<file path="src/include/svw_pkg.sv">
// shared constants and types for the supervisor reset and watchdog block
package svw_pkg;
  // ***************
  // clock and times
  // ***************
  localparam int unsigned CLK_PERIOD_PS = 5000;
  localparam int unsigned PS_PER_MS     = 1000000000;
  localparam int unsigned PS_PER_US     = 1000000;
  localparam int unsigned MS_CYCLES     = PS_PER_MS / CLK_PERIOD_PS;
  localparam int unsigned T_RF_US       = 10;
  localparam int unsigned RF_CYCLES     = (T_RF_US * PS_PER_US + CLK_PERIOD_PS - 1) / CLK_PERIOD_PS;
  localparam int unsigned T_RD_MS       = 10;
  localparam int unsigned RD_CYCLES     = T_RD_MS * MS_CYCLES;
  localparam int unsigned MS_W          = 10;
  localparam logic [9:0]  LW_MS         = 10'h0_0C8;
  localparam int unsigned CLOSED_PCT    = 60;
  localparam int unsigned FULL_PCT      = 100;
  // ***************
  // watchdog byte layout, defaults, codes
  // ***************
  localparam int unsigned PER_LSB        = 0;
  localparam int unsigned PER_W          = 3;
  localparam int unsigned TYPE_BIT       = 4;
  localparam logic        TYPE_DEFAULT   = 1'h0;
  localparam logic [2:0]  PERIOD_DEFAULT = 3'h3;
  localparam logic [1:0]  MODE_SOFT      = 2'h3;
  localparam logic [1:0]  CFG2_CODE      = 2'h1;
  localparam logic [1:0]  FAIL_SAT_CFG2  = 2'h1;
  localparam logic [1:0]  FAIL_SAT_OTHER = 2'h2;
  localparam logic [1:0]  SYNC_INIT      = 2'h3;

  typedef enum logic [2:0] {
    MODE_INIT, MODE_NORMAL, MODE_STOP, MODE_SLEEP, MODE_RESTART, MODE_FAILSAFE, MODE_DEV
  } svw_mode_t;

  typedef enum logic [1:0] {WD_OFF, WD_LONG, WD_RUN} svw_wd_t;

  // period field value 0..6 is setting 1..7; value 7 is treated as the longest
  function automatic logic [9:0] period_ms(input logic [2:0] f);
    case (f)
      3'h0:    period_ms = 10'h0_00A;
      3'h1:    period_ms = 10'h0_014;
      3'h2:    period_ms = 10'h0_032;
      3'h3:    period_ms = 10'h0_064;
      3'h4:    period_ms = 10'h0_0C8;
      3'h5:    period_ms = 10'h1_F4;
      default: period_ms = 10'h3_E8;
    endcase
  endfunction : period_ms
endpackage : svw_pkg

</file>
<file path="src/rtl/svw_sync.sv">
// three-stage input synchroniser with agreement filter
`timescale 1ns/1ps
module svw_sync #(
  parameter int unsigned    W    = 2,
  parameter logic [W-1:0]   INIT = '1
) (
  // clock and reset
  input  wire logic         clk,
  input  wire logic         rst,
  // async in, filtered out
  input  wire logic [W-1:0] d,
  output logic [W-1:0]      q
);
  logic [W-1:0] s1_reg, s2_reg, s3_reg, q_reg, q_next;

  always_comb begin
    q_next = q_reg;
    for (int i = 0; i < W; i++) begin
      // a change counts only once stages two and three agree
      if (s2_reg[i] == s3_reg[i]) begin
        q_next[i] = s3_reg[i];
      end
    end
  end

  always_ff @(posedge clk) begin
    if (rst) begin
      s1_reg <= INIT;
      s2_reg <= INIT;
      s3_reg <= INIT;
      q_reg  <= INIT;
    end else begin
      s1_reg <= d;
      s2_reg <= s1_reg;
      s3_reg <= s2_reg;
      q_reg  <= q_next;
    end
  end

  assign q = q_reg;
endmodule : svw_sync

</file>
<file path="src/rtl/svw_reset_gen.sv">
// reset output generator: event filter and release delay
`timescale 1ns/1ps
module svw_reset_gen #(
  parameter int unsigned RF_CYCLES = svw_pkg::RF_CYCLES,
  parameter int unsigned RD_CYCLES = svw_pkg::RD_CYCLES
) (
  // clock and reset
  input  wire logic clk,
  input  wire logic rst,
  // events
  input  wire logic uv,
  input  wire logic kick,
  // reset pin side
  output logic      reset_out_n,
  output logic      released
);
  localparam int unsigned FW = $clog2(RF_CYCLES + 1);
  localparam int unsigned DW = $clog2(RD_CYCLES + 1);
  localparam logic [FW-1:0] RF_MAX = FW'(RF_CYCLES);
  localparam logic [DW-1:0] RD_MAX = DW'(RD_CYCLES - 1);

  logic [FW-1:0] filt_reg, filt_next;
  logic [DW-1:0] dly_reg, dly_next;
  logic          rn_reg, rn_next, rel_reg, rel_next, ev;

  always_comb begin
    filt_next = uv ? ((filt_reg == RF_MAX) ? filt_reg : filt_reg + 1'b1) : '0;
    ev        = kick | (uv & (filt_reg == RF_MAX));
    rn_next   = rn_reg;
    dly_next  = dly_reg;
    if (ev) begin
      rn_next  = 1'b0;
      dly_next = '0;
    end else if (!rn_reg) begin
      // held low for the event plus one full delay, also at power up
      if (dly_reg == RD_MAX) begin
        rn_next  = 1'b1;
        dly_next = '0;
      end else begin
        dly_next = dly_reg + 1'b1;
      end
    end
    rel_next = ~rn_reg & rn_next;
  end

  always_ff @(posedge clk) begin
    if (rst) begin
      filt_reg <= '0;
      dly_reg  <= '0;
      rn_reg   <= 1'b0;
      rel_reg  <= 1'b0;
    end else begin
      filt_reg <= filt_next;
      dly_reg  <= dly_next;
      rn_reg   <= rn_next;
      rel_reg  <= rel_next;
    end
  end

  assign reset_out_n = rn_reg;
  assign released    = rel_reg;
endmodule : svw_reset_gen

</file>
<file path="src/rtl/svw_watchdog.sv">
// supervisor top: reset output, soft reset and watchdog
`timescale 1ns/1ps
module svw_watchdog #(
  parameter int unsigned MS_CYCLES = svw_pkg::MS_CYCLES,
  parameter int unsigned RF_CYCLES = svw_pkg::RF_CYCLES,
  parameter int unsigned RD_CYCLES = svw_pkg::RD_CYCLES
) (
  // clock and reset
  input  wire logic              clk,
  input  wire logic              rst,
  // device state and configuration
  input  wire svw_pkg::svw_mode_t dev_mode,
  input  wire logic              restart_on_fail,
  input  wire logic [1:0]        fail_config,
  input  wire logic              soft_reset_pulses_rst,
  input  wire logic              stop_disable_enable_a,
  input  wire logic              stop_disable_enable_b,
  // pins from outside the clock domain
  input  wire logic              chip_select_n,
  input  wire logic              supply_low,
  // decoded spi writes
  input  wire logic              wd_wr_valid,
  input  wire logic [7:0]        wd_wr_data,
  input  wire logic              mode_wr_valid,
  input  wire logic [1:0]        mode_wr_field,
  // reset pin and events
  output logic                   reset_out_n,
  output logic                   soft_reset_pulse,
  output logic                   watchdog_fail_count_pulse,
  output logic                   watchdog_fail_count_restart,
  output logic                   spi_fail_pulse,
  output logic                   stop_disable_clear,
  // watchdog status
  output logic                   watchdog_type_select,
  output logic [2:0]             watchdog_period_field,
  output logic [1:0]             watchdog_fail_count,
  output svw_pkg::svw_wd_t       wd_state
);
  localparam int unsigned PW = $clog2(MS_CYCLES);
  localparam logic [PW-1:0] PRE_MAX = PW'(MS_CYCLES - 1);

  function automatic logic [9:0] closed_ms(input logic [9:0] p);
    closed_ms = 10'((32'(p) * svw_pkg::CLOSED_PCT) / svw_pkg::FULL_PCT);
  endfunction : closed_ms

  // ***************
  // pins and reset output
  // ***************
  logic [1:0] sync_q;
  logic       cs_n_s, uv_s, released, kick_reg, kick_next;

  svw_sync #(.W(2), .INIT(svw_pkg::SYNC_INIT)) u_sync (
    .clk (clk),
    .rst (rst),
    .d   ({chip_select_n, supply_low}),
    .q   (sync_q)
  );
  assign cs_n_s = sync_q[1];
  assign uv_s   = sync_q[0];

  svw_reset_gen #(.RF_CYCLES(RF_CYCLES), .RD_CYCLES(RD_CYCLES)) u_rgen (
    .clk         (clk),
    .rst         (rst),
    .uv          (uv_s),
    .kick        (kick_reg),
    .reset_out_n (reset_out_n),
    .released    (released)
  );

  // ***************
  // watchdog state
  // ***************
  svw_pkg::svw_wd_t   st_reg, st_next;
  svw_pkg::svw_mode_t mprev_reg;
  logic [PW-1:0] pre_reg, pre_next;
  logic [9:0]    ms_reg, ms_next, limit;
  logic [7:0]    stage_reg, stage_next;
  logic [2:0]    per_reg, per_next;
  logic [1:0]    cnt_reg, cnt_next, sat;
  logic type_reg, type_next, pend_reg, pend_next, csp_reg;
  logic cause_reg, cause_next, soft_reg, soft_next, fail_reg, fail_next;
  logic frs_reg, frs_next, spie_reg, spie_next, clr_reg, clr_next;
  logic cs_rise, trig, tick, expire, soft_cmd, stop_dis, is_norm, is_stop;
  logic do_fail, restart, enter_norm, off_cond;

  always_comb begin
    st_next    = st_reg;
    pre_next   = (pre_reg == PRE_MAX) ? '0 : pre_reg + 1'b1;
    ms_next    = ms_reg;
    stage_next = stage_reg;
    per_next   = per_reg;
    type_next  = type_reg;
    cnt_next   = cnt_reg;
    pend_next  = pend_reg;
    cause_next = cause_reg;
    frs_next   = frs_reg;
    soft_next  = 1'b0;
    fail_next  = 1'b0;
    spie_next  = 1'b0;
    clr_next   = 1'b0;
    kick_next  = 1'b0;
    do_fail    = 1'b0;
    restart    = 1'b0;
    is_norm    = dev_mode == svw_pkg::MODE_NORMAL;
    is_stop    = dev_mode == svw_pkg::MODE_STOP;
    stop_dis   = stop_disable_enable_a & stop_disable_enable_b & ~clr_reg;
    tick       = pre_reg == PRE_MAX;
    sat        = (fail_config == svw_pkg::CFG2_CODE) ? svw_pkg::FAIL_SAT_CFG2
                                                     : svw_pkg::FAIL_SAT_OTHER;
    limit      = (st_reg == svw_pkg::WD_LONG) ? svw_pkg::LW_MS
                                              : svw_pkg::period_ms(per_reg);
    expire     = tick & (ms_reg == limit - 10'h0_001) & (st_reg != svw_pkg::WD_OFF);
    if (tick) begin
      ms_next = ms_reg + 10'h0_001;
    end
    // trigger only acts when chip select returns high
    cs_rise = cs_n_s & ~csp_reg;
    trig    = cs_rise & pend_reg;
    if (cs_rise) begin
      pend_next = 1'b0;
    end
    if (wd_wr_valid) begin
      if (^wd_wr_data) begin
        spie_next = 1'b1;
      end else begin
        pend_next  = 1'b1;
        stage_next = wd_wr_data;
      end
    end
    soft_cmd   = mode_wr_valid & (mode_wr_field == svw_pkg::MODE_SOFT) & (is_norm | is_stop);
    enter_norm = is_norm & ((mprev_reg == svw_pkg::MODE_SLEEP)
                 | (mprev_reg == svw_pkg::MODE_RESTART)
                 | ((mprev_reg == svw_pkg::MODE_STOP) & stop_dis));
    off_cond   = (dev_mode == svw_pkg::MODE_SLEEP) | (dev_mode == svw_pkg::MODE_RESTART)
                 | (dev_mode == svw_pkg::MODE_DEV) | (dev_mode == svw_pkg::MODE_FAILSAFE)
                 | (is_stop & stop_dis) | ~reset_out_n;
    if (is_norm) begin
      cause_next = 1'b0;
    end
    if (soft_cmd) begin
      // defaults restored; without a reset pulse the long window starts now
      type_next = svw_pkg::TYPE_DEFAULT;
      per_next  = svw_pkg::PERIOD_DEFAULT;
      cnt_next  = '0;
      pend_next = 1'b0;
      soft_next = 1'b1;
      kick_next = soft_reset_pulses_rst;
      st_next   = soft_reset_pulses_rst ? svw_pkg::WD_OFF : svw_pkg::WD_LONG;
      restart   = 1'b1;
    end else if (released & (dev_mode != svw_pkg::MODE_DEV)
                 & (dev_mode != svw_pkg::MODE_SLEEP) & (dev_mode != svw_pkg::MODE_FAILSAFE)) begin
      st_next = svw_pkg::WD_LONG;
      restart = 1'b1;
    end else if (enter_norm | (is_stop & stop_dis & trig)) begin
      st_next  = svw_pkg::WD_LONG;
      restart  = 1'b1;
      clr_next = stop_dis;
    end else if (off_cond) begin
      st_next = svw_pkg::WD_OFF;
      if ((dev_mode == svw_pkg::MODE_SLEEP) | (is_stop & stop_dis)
          | ((dev_mode == svw_pkg::MODE_FAILSAFE) & ~cause_reg)) begin
        cnt_next = '0;
      end
    end else begin
      case (st_reg)
        svw_pkg::WD_LONG: begin
          if (trig) begin
            st_next = svw_pkg::WD_RUN;
            restart = 1'b1;
          end else if (expire) begin
            do_fail = 1'b1;
          end
        end
        svw_pkg::WD_RUN: begin
          if (trig & type_reg & (ms_reg < closed_ms(svw_pkg::period_ms(per_reg)))) begin
            do_fail = 1'b1;
          end else if (trig) begin
            restart = 1'b1;
          end else if (expire) begin
            do_fail = 1'b1;
          end
        end
        default: begin
          st_next = svw_pkg::WD_OFF;
        end
      endcase
      if (trig & ~do_fail) begin
        cnt_next = '0;
        if (is_norm) begin
          // new timing takes effect with the restart it causes
          type_next = stage_next[svw_pkg::TYPE_BIT];
          per_next  = stage_next[svw_pkg::PER_LSB +: svw_pkg::PER_W];
        end
      end
    end
    if (do_fail) begin
      st_next    = svw_pkg::WD_OFF;
      fail_next  = 1'b1;
      kick_next  = 1'b1;
      cause_next = 1'b1;
      frs_next   = restart_on_fail;
      cnt_next   = (cnt_reg >= sat) ? sat : cnt_reg + 2'h1;
    end
    if (restart) begin
      pre_next = '0;
      ms_next  = '0;
    end
  end

  always_ff @(posedge clk) begin
    if (rst) begin
      st_reg    <= svw_pkg::WD_OFF;
      mprev_reg <= svw_pkg::MODE_INIT;
      pre_reg   <= '0;
      ms_reg    <= '0;
      stage_reg <= '0;
      per_reg   <= svw_pkg::PERIOD_DEFAULT;
      type_reg  <= svw_pkg::TYPE_DEFAULT;
      cnt_reg   <= '0;
      pend_reg  <= 1'b0;
      csp_reg   <= 1'b1;
      cause_reg <= 1'b0;
      soft_reg  <= 1'b0;
      fail_reg  <= 1'b0;
      frs_reg   <= 1'b0;
      spie_reg  <= 1'b0;
      clr_reg   <= 1'b0;
      kick_reg  <= 1'b0;
    end else begin
      st_reg    <= st_next;
      mprev_reg <= dev_mode;
      pre_reg   <= pre_next;
      ms_reg    <= ms_next;
      stage_reg <= stage_next;
      per_reg   <= per_next;
      type_reg  <= type_next;
      cnt_reg   <= cnt_next;
      pend_reg  <= pend_next;
      csp_reg   <= cs_n_s;
      cause_reg <= cause_next;
      soft_reg  <= soft_next;
      fail_reg  <= fail_next;
      frs_reg   <= frs_next;
      spie_reg  <= spie_next;
      clr_reg   <= clr_next;
      kick_reg  <= kick_next;
    end
  end

  assign soft_reset_pulse      = soft_reg;
  assign watchdog_fail_count_pulse         = fail_reg;
  assign watchdog_fail_count_restart       = frs_reg;
  assign spi_fail_pulse        = spie_reg;
  assign stop_disable_clear    = clr_reg;
  assign watchdog_type_select  = type_reg;
  assign watchdog_period_field = per_reg;
  assign watchdog_fail_count   = cnt_reg;
  assign wd_state              = st_reg;
endmodule : svw_watchdog

</file>
<file path="config.mk">
export PLATFORM = sky130hd
export DESIGN_NAME = svw_watchdog
export DESIGN_NICKNAME = d
export VERILOG_FILES = /design/src/include/svw_pkg.sv /design/src/rtl/svw_sync.sv /design/src/rtl/svw_reset_gen.sv /design/src/rtl/svw_watchdog.sv
export SDC_FILE = /design/constraint.sdc
export NUM_CORES = 1
export LEC_CHECK = 0
export ABC_AREA = 1
export BUFFER_PORTS_ARGS = -buffer_cell sky130_fd_sc_hd__buf_2
export CORE_UTILIZATION = 25
export DETAILED_ROUTE_END_ITERATION = 6
export SLEW_MARGIN = 20
export SYNTH_ARGS = -nofsm -noshare
export SYNTH_HDL_FRONTEND = slang
export SYNTH_HIERARCHICAL = 1
export SYNTH_SLANG_ARGS = --single-unit
export TNS_END_PERCENT = 100
</file>
<file path="constraint.sdc">
create_clock -name clk -period 20.2 [get_ports clk]
set_input_delay 2.02 -clock clk [delete_from_list [all_inputs] [get_ports clk]]
set_output_delay 2.02 -clock clk [all_outputs]
set_load 0.005 [all_outputs]
</file>
Word-level counts from Yosys, hierarchy flattened
Cells that the tools add are included.
{"block": "totals", "wordCells": 188, "out_inout_bits": 14, "reg_bits": 95, "input_bits": 25}
{"block": "classes", "n_reduce_logical": 17, "multipliers": 1, "n_bitwise": 44, "n_lt_le_gt_ge": 2, "n_addsub": 6, "eq_ne": 32, "mux": 58, "div_mod_pow": 1}
{"cell": "two-way mux 10 bit", "n": 6}
{"cell": "one-hot mux 10 bit (6 select lines)", "n": 1}
{"cell": "divider 16 x 7 -> 32 bit (second input constant)", "n": 1}
{"cell": "two-way mux 1 bit", "n": 31}
{"cell": "two-way mux 2 bit", "n": 14}
{"cell": "adder 21 x 1 -> 21 bit (second input constant)", "n": 1}
{"cell": "bitwise AND 1 bit", "n": 21}
{"cell": "== test 21 bit (second input constant)", "n": 1}
{"cell": "two-way mux 21 bit", "n": 1}
{"cell": "adder 18 x 1 -> 18 bit (second input constant)", "n": 1}
{"cell": "== test 18 bit (second input constant)", "n": 1}
{"cell": "== test 3 x 2 -> 1 bit (second input constant)", "n": 6}
{"cell": "== test 3 bit (second input constant)", "n": 6}
{"cell": "multiplier 10 x 4 -> 14 bit (second input constant)", "n": 1}
{"cell": "!= test 3 bit (second input constant)", "n": 4}
{"cell": "OR 1 bit", "n": 12}
{"cell": "OR reduction 2 bit", "n": 6}
{"cell": "adder 11 x 1 -> 11 bit (second input constant)", "n": 1}
{"cell": "== test 11 bit (second input constant)", "n": 1}
{"cell": "inverter 1 bit", "n": 11}
{"cell": "adder 10 x 1 -> 10 bit (second input constant)", "n": 1}
{"cell": "== test 10 bit", "n": 1}
{"cell": "less-than comparator 10 bit", "n": 1}
{"cell": "two-way mux 5 bit", "n": 2}
{"cell": "22 further kinds", "n": 29}

Depth between registers and ports, before layout
{"block": "depth", "depth_word": 28, "depth_mapped": 98, "mapped_depth_nobuf": 97}

Modules after synthesis
Netlist, hierarchy kept.
{"module": "svw_watchdog", "instances": 1, "seq_area_each_um2": 1041.0, "cells_per_inst": 1224, "area_each_um2": 7260.7}
{"module": "svw_reset_gen", "instances": 1, "seq_area_each_um2": 680.7, "cells_per_inst": 296, "area_each_um2": 1980.6}
{"module": "svw_sync", "instances": 1, "seq_area_each_um2": 160.2, "cells_per_inst": 30, "area_each_um2": 252.7}

Worst setup path before layout
OpenSTA, ideal clock, no wires.
{"block": "synth_path", "kind": "register -> register", "from": "reg per_reg[0], in the netlist watchdog_period_field[0]", "to": "reg pre_reg[0]", "arrival_time_ns": 9.858, "synth_period_minus_slack_ns": 9.974, "n_path_buf": 5, "setup_slack_ns": 10.226, "setup_ns": 0.116, "required_ns": 20.084, "path_stages_with_launch": 82, "path_cell_list": "dfxtp_1 inv_2 nor2_2 buf_6 nor2_1 fa_1 inv_1 ha_1 inv_1 o31ai_1 ha_1 nand2_1 nand2_1 nor2_1 nor2_1 nand3_1 nand3_1 nand2_2 (+46 left out) nand3_1 nand3_1 nand2_2 nor2_4 nand3_2 buf_4 o21ai_0 nand2_1 nand3b_1 o21bai_1 nand2_1 nand2_1 nand2_1 nand3_1 nand4_1 nand4_2 buf_2 nor2_1"}
{"block": "synth_via", "elab_chain_len": 18, "word_cells_on_any_way": 23, "cone_classes": "mul: 1; div: 1; order compare: 1; eq/ne: 5; mux: 12; bitwise: 1; reduce/logical: 2"}
{"element": "start: declaration", "line_no": "svw_watchdog.sv:78", "source": "logic [2:0] per_reg, per_next;"}
{"element": "start signal: assignment", "line_no": "svw_watchdog.sv:217", "source": "per_reg <= svw_pkg::PERIOD_DEFAULT;"}
{"element": "start signal: assignment", "line_no": "svw_watchdog.sv:235", "source": "per_reg <= per_next;"}
{"element": "== test 3 bit (tied with other cells)", "line_no": "svw_pkg.sv:40", "source": "case (f)"}
{"element": "one-hot mux 10 bit (6 select lines) *", "line_no": "svw_pkg.sv:40"}
{"element": "two-way mux 10 bit *", "line_no": "svw_watchdog.sv:165", "source": "case (st_reg)"}
{"element": "two-way mux 10 bit *", "line_no": "svw_watchdog.sv:158", "source": "end else if (off_cond) begin"}
{"element": "two-way mux 10 bit *", "line_no": "svw_watchdog.sv:154", "source": "end else if (enter_norm | (is_stop & stop_dis & trig)) begin"}
{"element": "two-way mux 10 bit *", "line_no": "svw_watchdog.sv:150", "source": "end else if (released & (dev_mode != svw_pkg::MODE_DEV)"}
{"element": "two-way mux 10 bit *", "line_no": "svw_watchdog.sv:140", "source": "if (soft_cmd) begin"}
{"element": "multiplier 10 x 4 -> 14 bit *", "line_no": "svw_watchdog.sv:43", "source": "closed_ms = 10'((32'(p) * svw_pkg::CLOSED_PCT) / svw_pkg::FULL_PCT);"}
{"element": "(+2 left out)"}
{"element": "bitwise AND 1 bit *", "line_no": "svw_watchdog.sv:175", "source": "if (trig & type_reg & (ms_reg < closed_ms(svw_pkg::period_ms(per_reg)))) begin"}
{"element": "two-way mux 1 bit *", "line_no": "svw_watchdog.sv:175"}
{"element": "one-hot mux 1 bit (2 select lines) *", "line_no": "svw_watchdog.sv:165"}
{"element": "two-way mux 1 bit *", "line_no": "svw_watchdog.sv:158"}
{"element": "two-way mux 1 bit *", "line_no": "svw_watchdog.sv:154"}
{"element": "two-way mux 1 bit *", "line_no": "svw_watchdog.sv:150"}
{"element": "two-way mux 1 bit *", "line_no": "svw_watchdog.sv:140"}
{"element": "OR reduction 3 bit (no line) *"}
{"element": "end signal: assignment", "line_no": "svw_watchdog.sv:232", "source": "pre_reg <= pre_next;"}
{"element": "end: declaration", "line_no": "svw_watchdog.sv:75", "source": "logic [PW-1:0] pre_reg, pre_next;"}
Mark *: on every way between the ends. The rest lies on a longest branch, timed or not. The select of a mux whose other input is x is not followed.
A chain may end at the register's enable or synchronous reset.

Worst setup path after layout
{"block": "layout_path", "from": "reg per_reg[0], in the netlist watchdog_period_field[0]", "to": "reg pre_reg[13]"}
The elaborated chain is that of the path after synthesis.

==> flow_summary_export.csv <==
group,metric,value,unit
clock_network,hold_buffers,0,
yosys,syn_nets,1622,
sta,finalHoldViolations,0,
power_and_ir_drop,clockPowerShare,0.443,
clock_network,cts-htree-levels,3,
worst_hold_path,whs_path_depth,1,
route,routed_wl,26.05,mm
route,drt_iter0_drc,581,
job,cap_violations,0,
power_and_ir_drop,p_comb_frac,0.068,
route,post_drt_wl_per_cell,12.41,um
power_and_ir_drop,power_frac_seq,0.489,
clock_network,cts_setup_buffers,0,
floorplanning,fp.dieArea,38760,sq um
floorplanning,pin_count,39,
clock_network,cts_buffer_depth,2,
worst_hold_path,holdCritStartpoint,"u_sync/s1_reg[0]",
floorplanning,start_util,0.2533,
worst_setup_path,worst-r2r-cell-count,78,
run_status,status,"completed",
yosys,synth_area_leaders,"dfxtp_1 20%, nand2_1 16%, inv_1 8.3%",
worst_setup_path,worstPathRequired,20.45,ns
yosys,ys_types,60,
cells_and_area,final_net_count,1655,
yosys,seq_area_frac_synth,0.1982,
global_routing,track_usage,0.1357,
worst_setup_path,slowest_stage,"dfxtp_1",
worst_setup_path,r2r_end,"pre_reg[13]",
worst_setup_path,worst_ep_arrival_time,12.54,ns
worst_setup_path,critPathKind,"flop to flop",
sta,period_needed,12.29,ns
worst_setup_path,cp-end-kind,"flop",
route,antenna_left,0,
global_routing,grt_first_pass_wirelength,43.58,mm
yosys,yosys_warnings,6,
sta,setup_viol,0,
floorplanning,die_x,196.9,um
power_and_ir_drop,cellLeakagePower,5.037,nW
placement,dp_hpwl,21.04,mm
sta,hold_ws,0.4024,ns
power_and_ir_drop,power,0.3940,mW
cells_and_area,final_cell_mix,"404 x nand2_1, 209 x inv_1, 201 x nor2_1",
sta,worstMarginPinSlew,0.6626,ns
cells_and_area,largest_reg_flops,21,
worst_setup_path,crit_top_cell,"nand2_1",
power_and_ir_drop,p_switching,0.09614,mW
worst_setup_path,r2r_setup_slack,7.91,ns
clock_network,cts_sinks,94,
route,vias,9707,
worst_setup_path,r2r-start,"watchdog_period_field[0]",
cells_and_area,diodes,0,
global_routing,grt_start_max_net_pins,26,
sta,max_freq,81.34,MHz
power_and_ir_drop,p_per_area,37.55,nW/um^2
yosys,yosysTopAreaCell,"dfxtp_1",
route,first_pass_iters,6,
cells_and_area,layout_commonest_cell,"nand2_1",
floorplanning,die_height,196.9,um
yosys,synth_edf_count,0,
sta,setup_tns,0,ns
route,via_per_inst,4.625,
yosys,synth_flop_cell,"dfxtp_1",
yosys,synth_seq_cells,94,
floorplanning,rows,71,
clock_network,cts_root_buf,"clkbuf_16",
cells_and_area,area_delta_synth_final,10.50,%
placement,gp_congestion,0.9689,
global_routing,antenna_found_initial,0,
placement,port_buffers,38,
route,drc,0,
worst_setup_path,cp_max_fo,21,
clock_network,clock_latency,0.35,ns
sta,setup_ws,7.905,ns
clock_network,post_cts_resized,0,
yosys,synthCells,1550,
worst_hold_path,hp-class,"flop to flop",
worst_setup_path,critPathLaunchType,"flop",
yosys,syn_area_per_cell,6.125,sq um
placement,place_ws,8.007,ns
global_routing,overflow,0,
clock_network,path_clk_slew,0.07,ns
yosys,syn_area,9494,sq um
global_routing,first_global_vias,8981,
sta,period_share,0.6087,
power_and_ir_drop,ir_worst_vdd,0.07651,mV
sta,rsz0062_at_grt,"false",
sta,slew-limit-headroom,0.5578,
worst_setup_path,critPathTopFamily,"simple AND/OR/NAND/NOR gates",
floorplanning,core_area,37490,sq um
sta,finClkSkew,0.006857,ns
cells_and_area,drive_above_1_share,0.1304,
clock_network,cts_tree,"built",
worst_setup_path,critPathMaxStageDelay,0.50,ns
clock_network,cts_made_buffers,9,
yosys,async_flop_share,0,
yosys,yosysTopAreaCellShare,0.1982,
sta,final_max_slew_viol_count,0,
power_and_ir_drop,p_sw_frac,0.2440,
worst_setup_path,path_buf_inv,11,
worst_hold_path,min_to,"u_sync/s2_reg[0]",
power_and_ir_drop,intPower,0.2978,mW
-- metal layers --
metal	part of all wire	global-route usage	vias to the layer above	wire [um]
met5	0	0	-	0
met4	0.021	0.03991	0	536
met3	0.036	0.01232	42	947
met2	0.45	0.2290	241	11810
met1	0.49	0.1825	4381	12750
li1	-	-	5043	-
-- how the worst max path moves through the flow --
stage | from | end | slack (ns) | depth (start not counted)
2_1_floorplan | watchdog_period_field[0] | pre_reg[0] | 10.23 | 81
3_3_place_gp | watchdog_period_field[0] | watchdog_type_select | 8.16 | 77
3_5_place_dp | watchdog_period_field[2] | pre_reg[13] | 8.01 | 77
4_1_cts | watchdog_period_field[2] | pre_reg[13] | 7.95 | 77
5_1_grt | watchdog_period_field[2] | pre_reg[17] | 6.49 | 78
6_report | watchdog_period_field[0] | pre_reg[13] | 7.91 | 78
-- power by group through the flow --
stage	combinational (mW)	sequential [mW]	clock, mW
floorplan	0.0184	0.196	0
global placement	0.0266	0.197	0
detailed placement	0.0271	0.197	0
CTS	0.0273	0.193	0.181
global route	0.0309	0.193	0.187
finish	0.0268	0.193	0.175
-- cells in the mapped netlist, types with 17 or more instances --
| cell | n |
|---|---|
| nand2_1 | 404 |
| inv_1 | 209 |
| nor2_1 | 201 |
| nand3_1 | 136 |
| dfxtp_1 | 94 |
| nand4_1 | 60 |
| a21oi_1 | 45 |
| nand2_2 | 44 |
| ha_1 | 41 |
| xor2_1 | 39 |
| o21ai_0 | 33 |
| nor3_1 | 29 |
| nor2_2 | 25 |
| nand3_2 | 18 |
| inv_2 | 17 |
| xnor2_1 | 17 |
-- kinds of logic (layout without fill, tap and decap cells) --
kind of cell | count (synthesis) | after routing | synth area share
AND/OR/NAND/NOR | 978 | 978 | 0.4946
buffers and inverters | 250 | 288 | 0.1092
AO/OA/AOI/OAI | 122 | 122 | 0.07644
XOR/XNOR | 56 | 56 | 0.05166
flip-flops | 94 | 94 | 0.1982
multiplexers | 3 | 3 | 0.003163
adder cells (fa/ha/maj) | 47 | 47 | 0.06668
-- cell type report --
class	count	area, sq um
Clock buffer	9	225.2
Fill cell	4247	27000
Multi-Input combinational cell	1206	6575
Timing Repair Buffer	40	205.2
Sequential cell	94	1882
Tap cell	511	639.4
Inverter	232	885.9
Clock inverter	7	78.83
-- through the flow --
step | cell area (sq um) | std cells | utilization
after CTS | 10490 | 2099 | 0.2799
after global placement | 10190 | 2083 | 0.2717
after floorplan | 9494 | 1550 | -
after global routing | 10490 | 2099 | 0.2799
after detailed placement | 10190 | 2083 | 0.2717
final | 10490 | 2099 | 0.2799
Power figures use the tool's default switching activity.
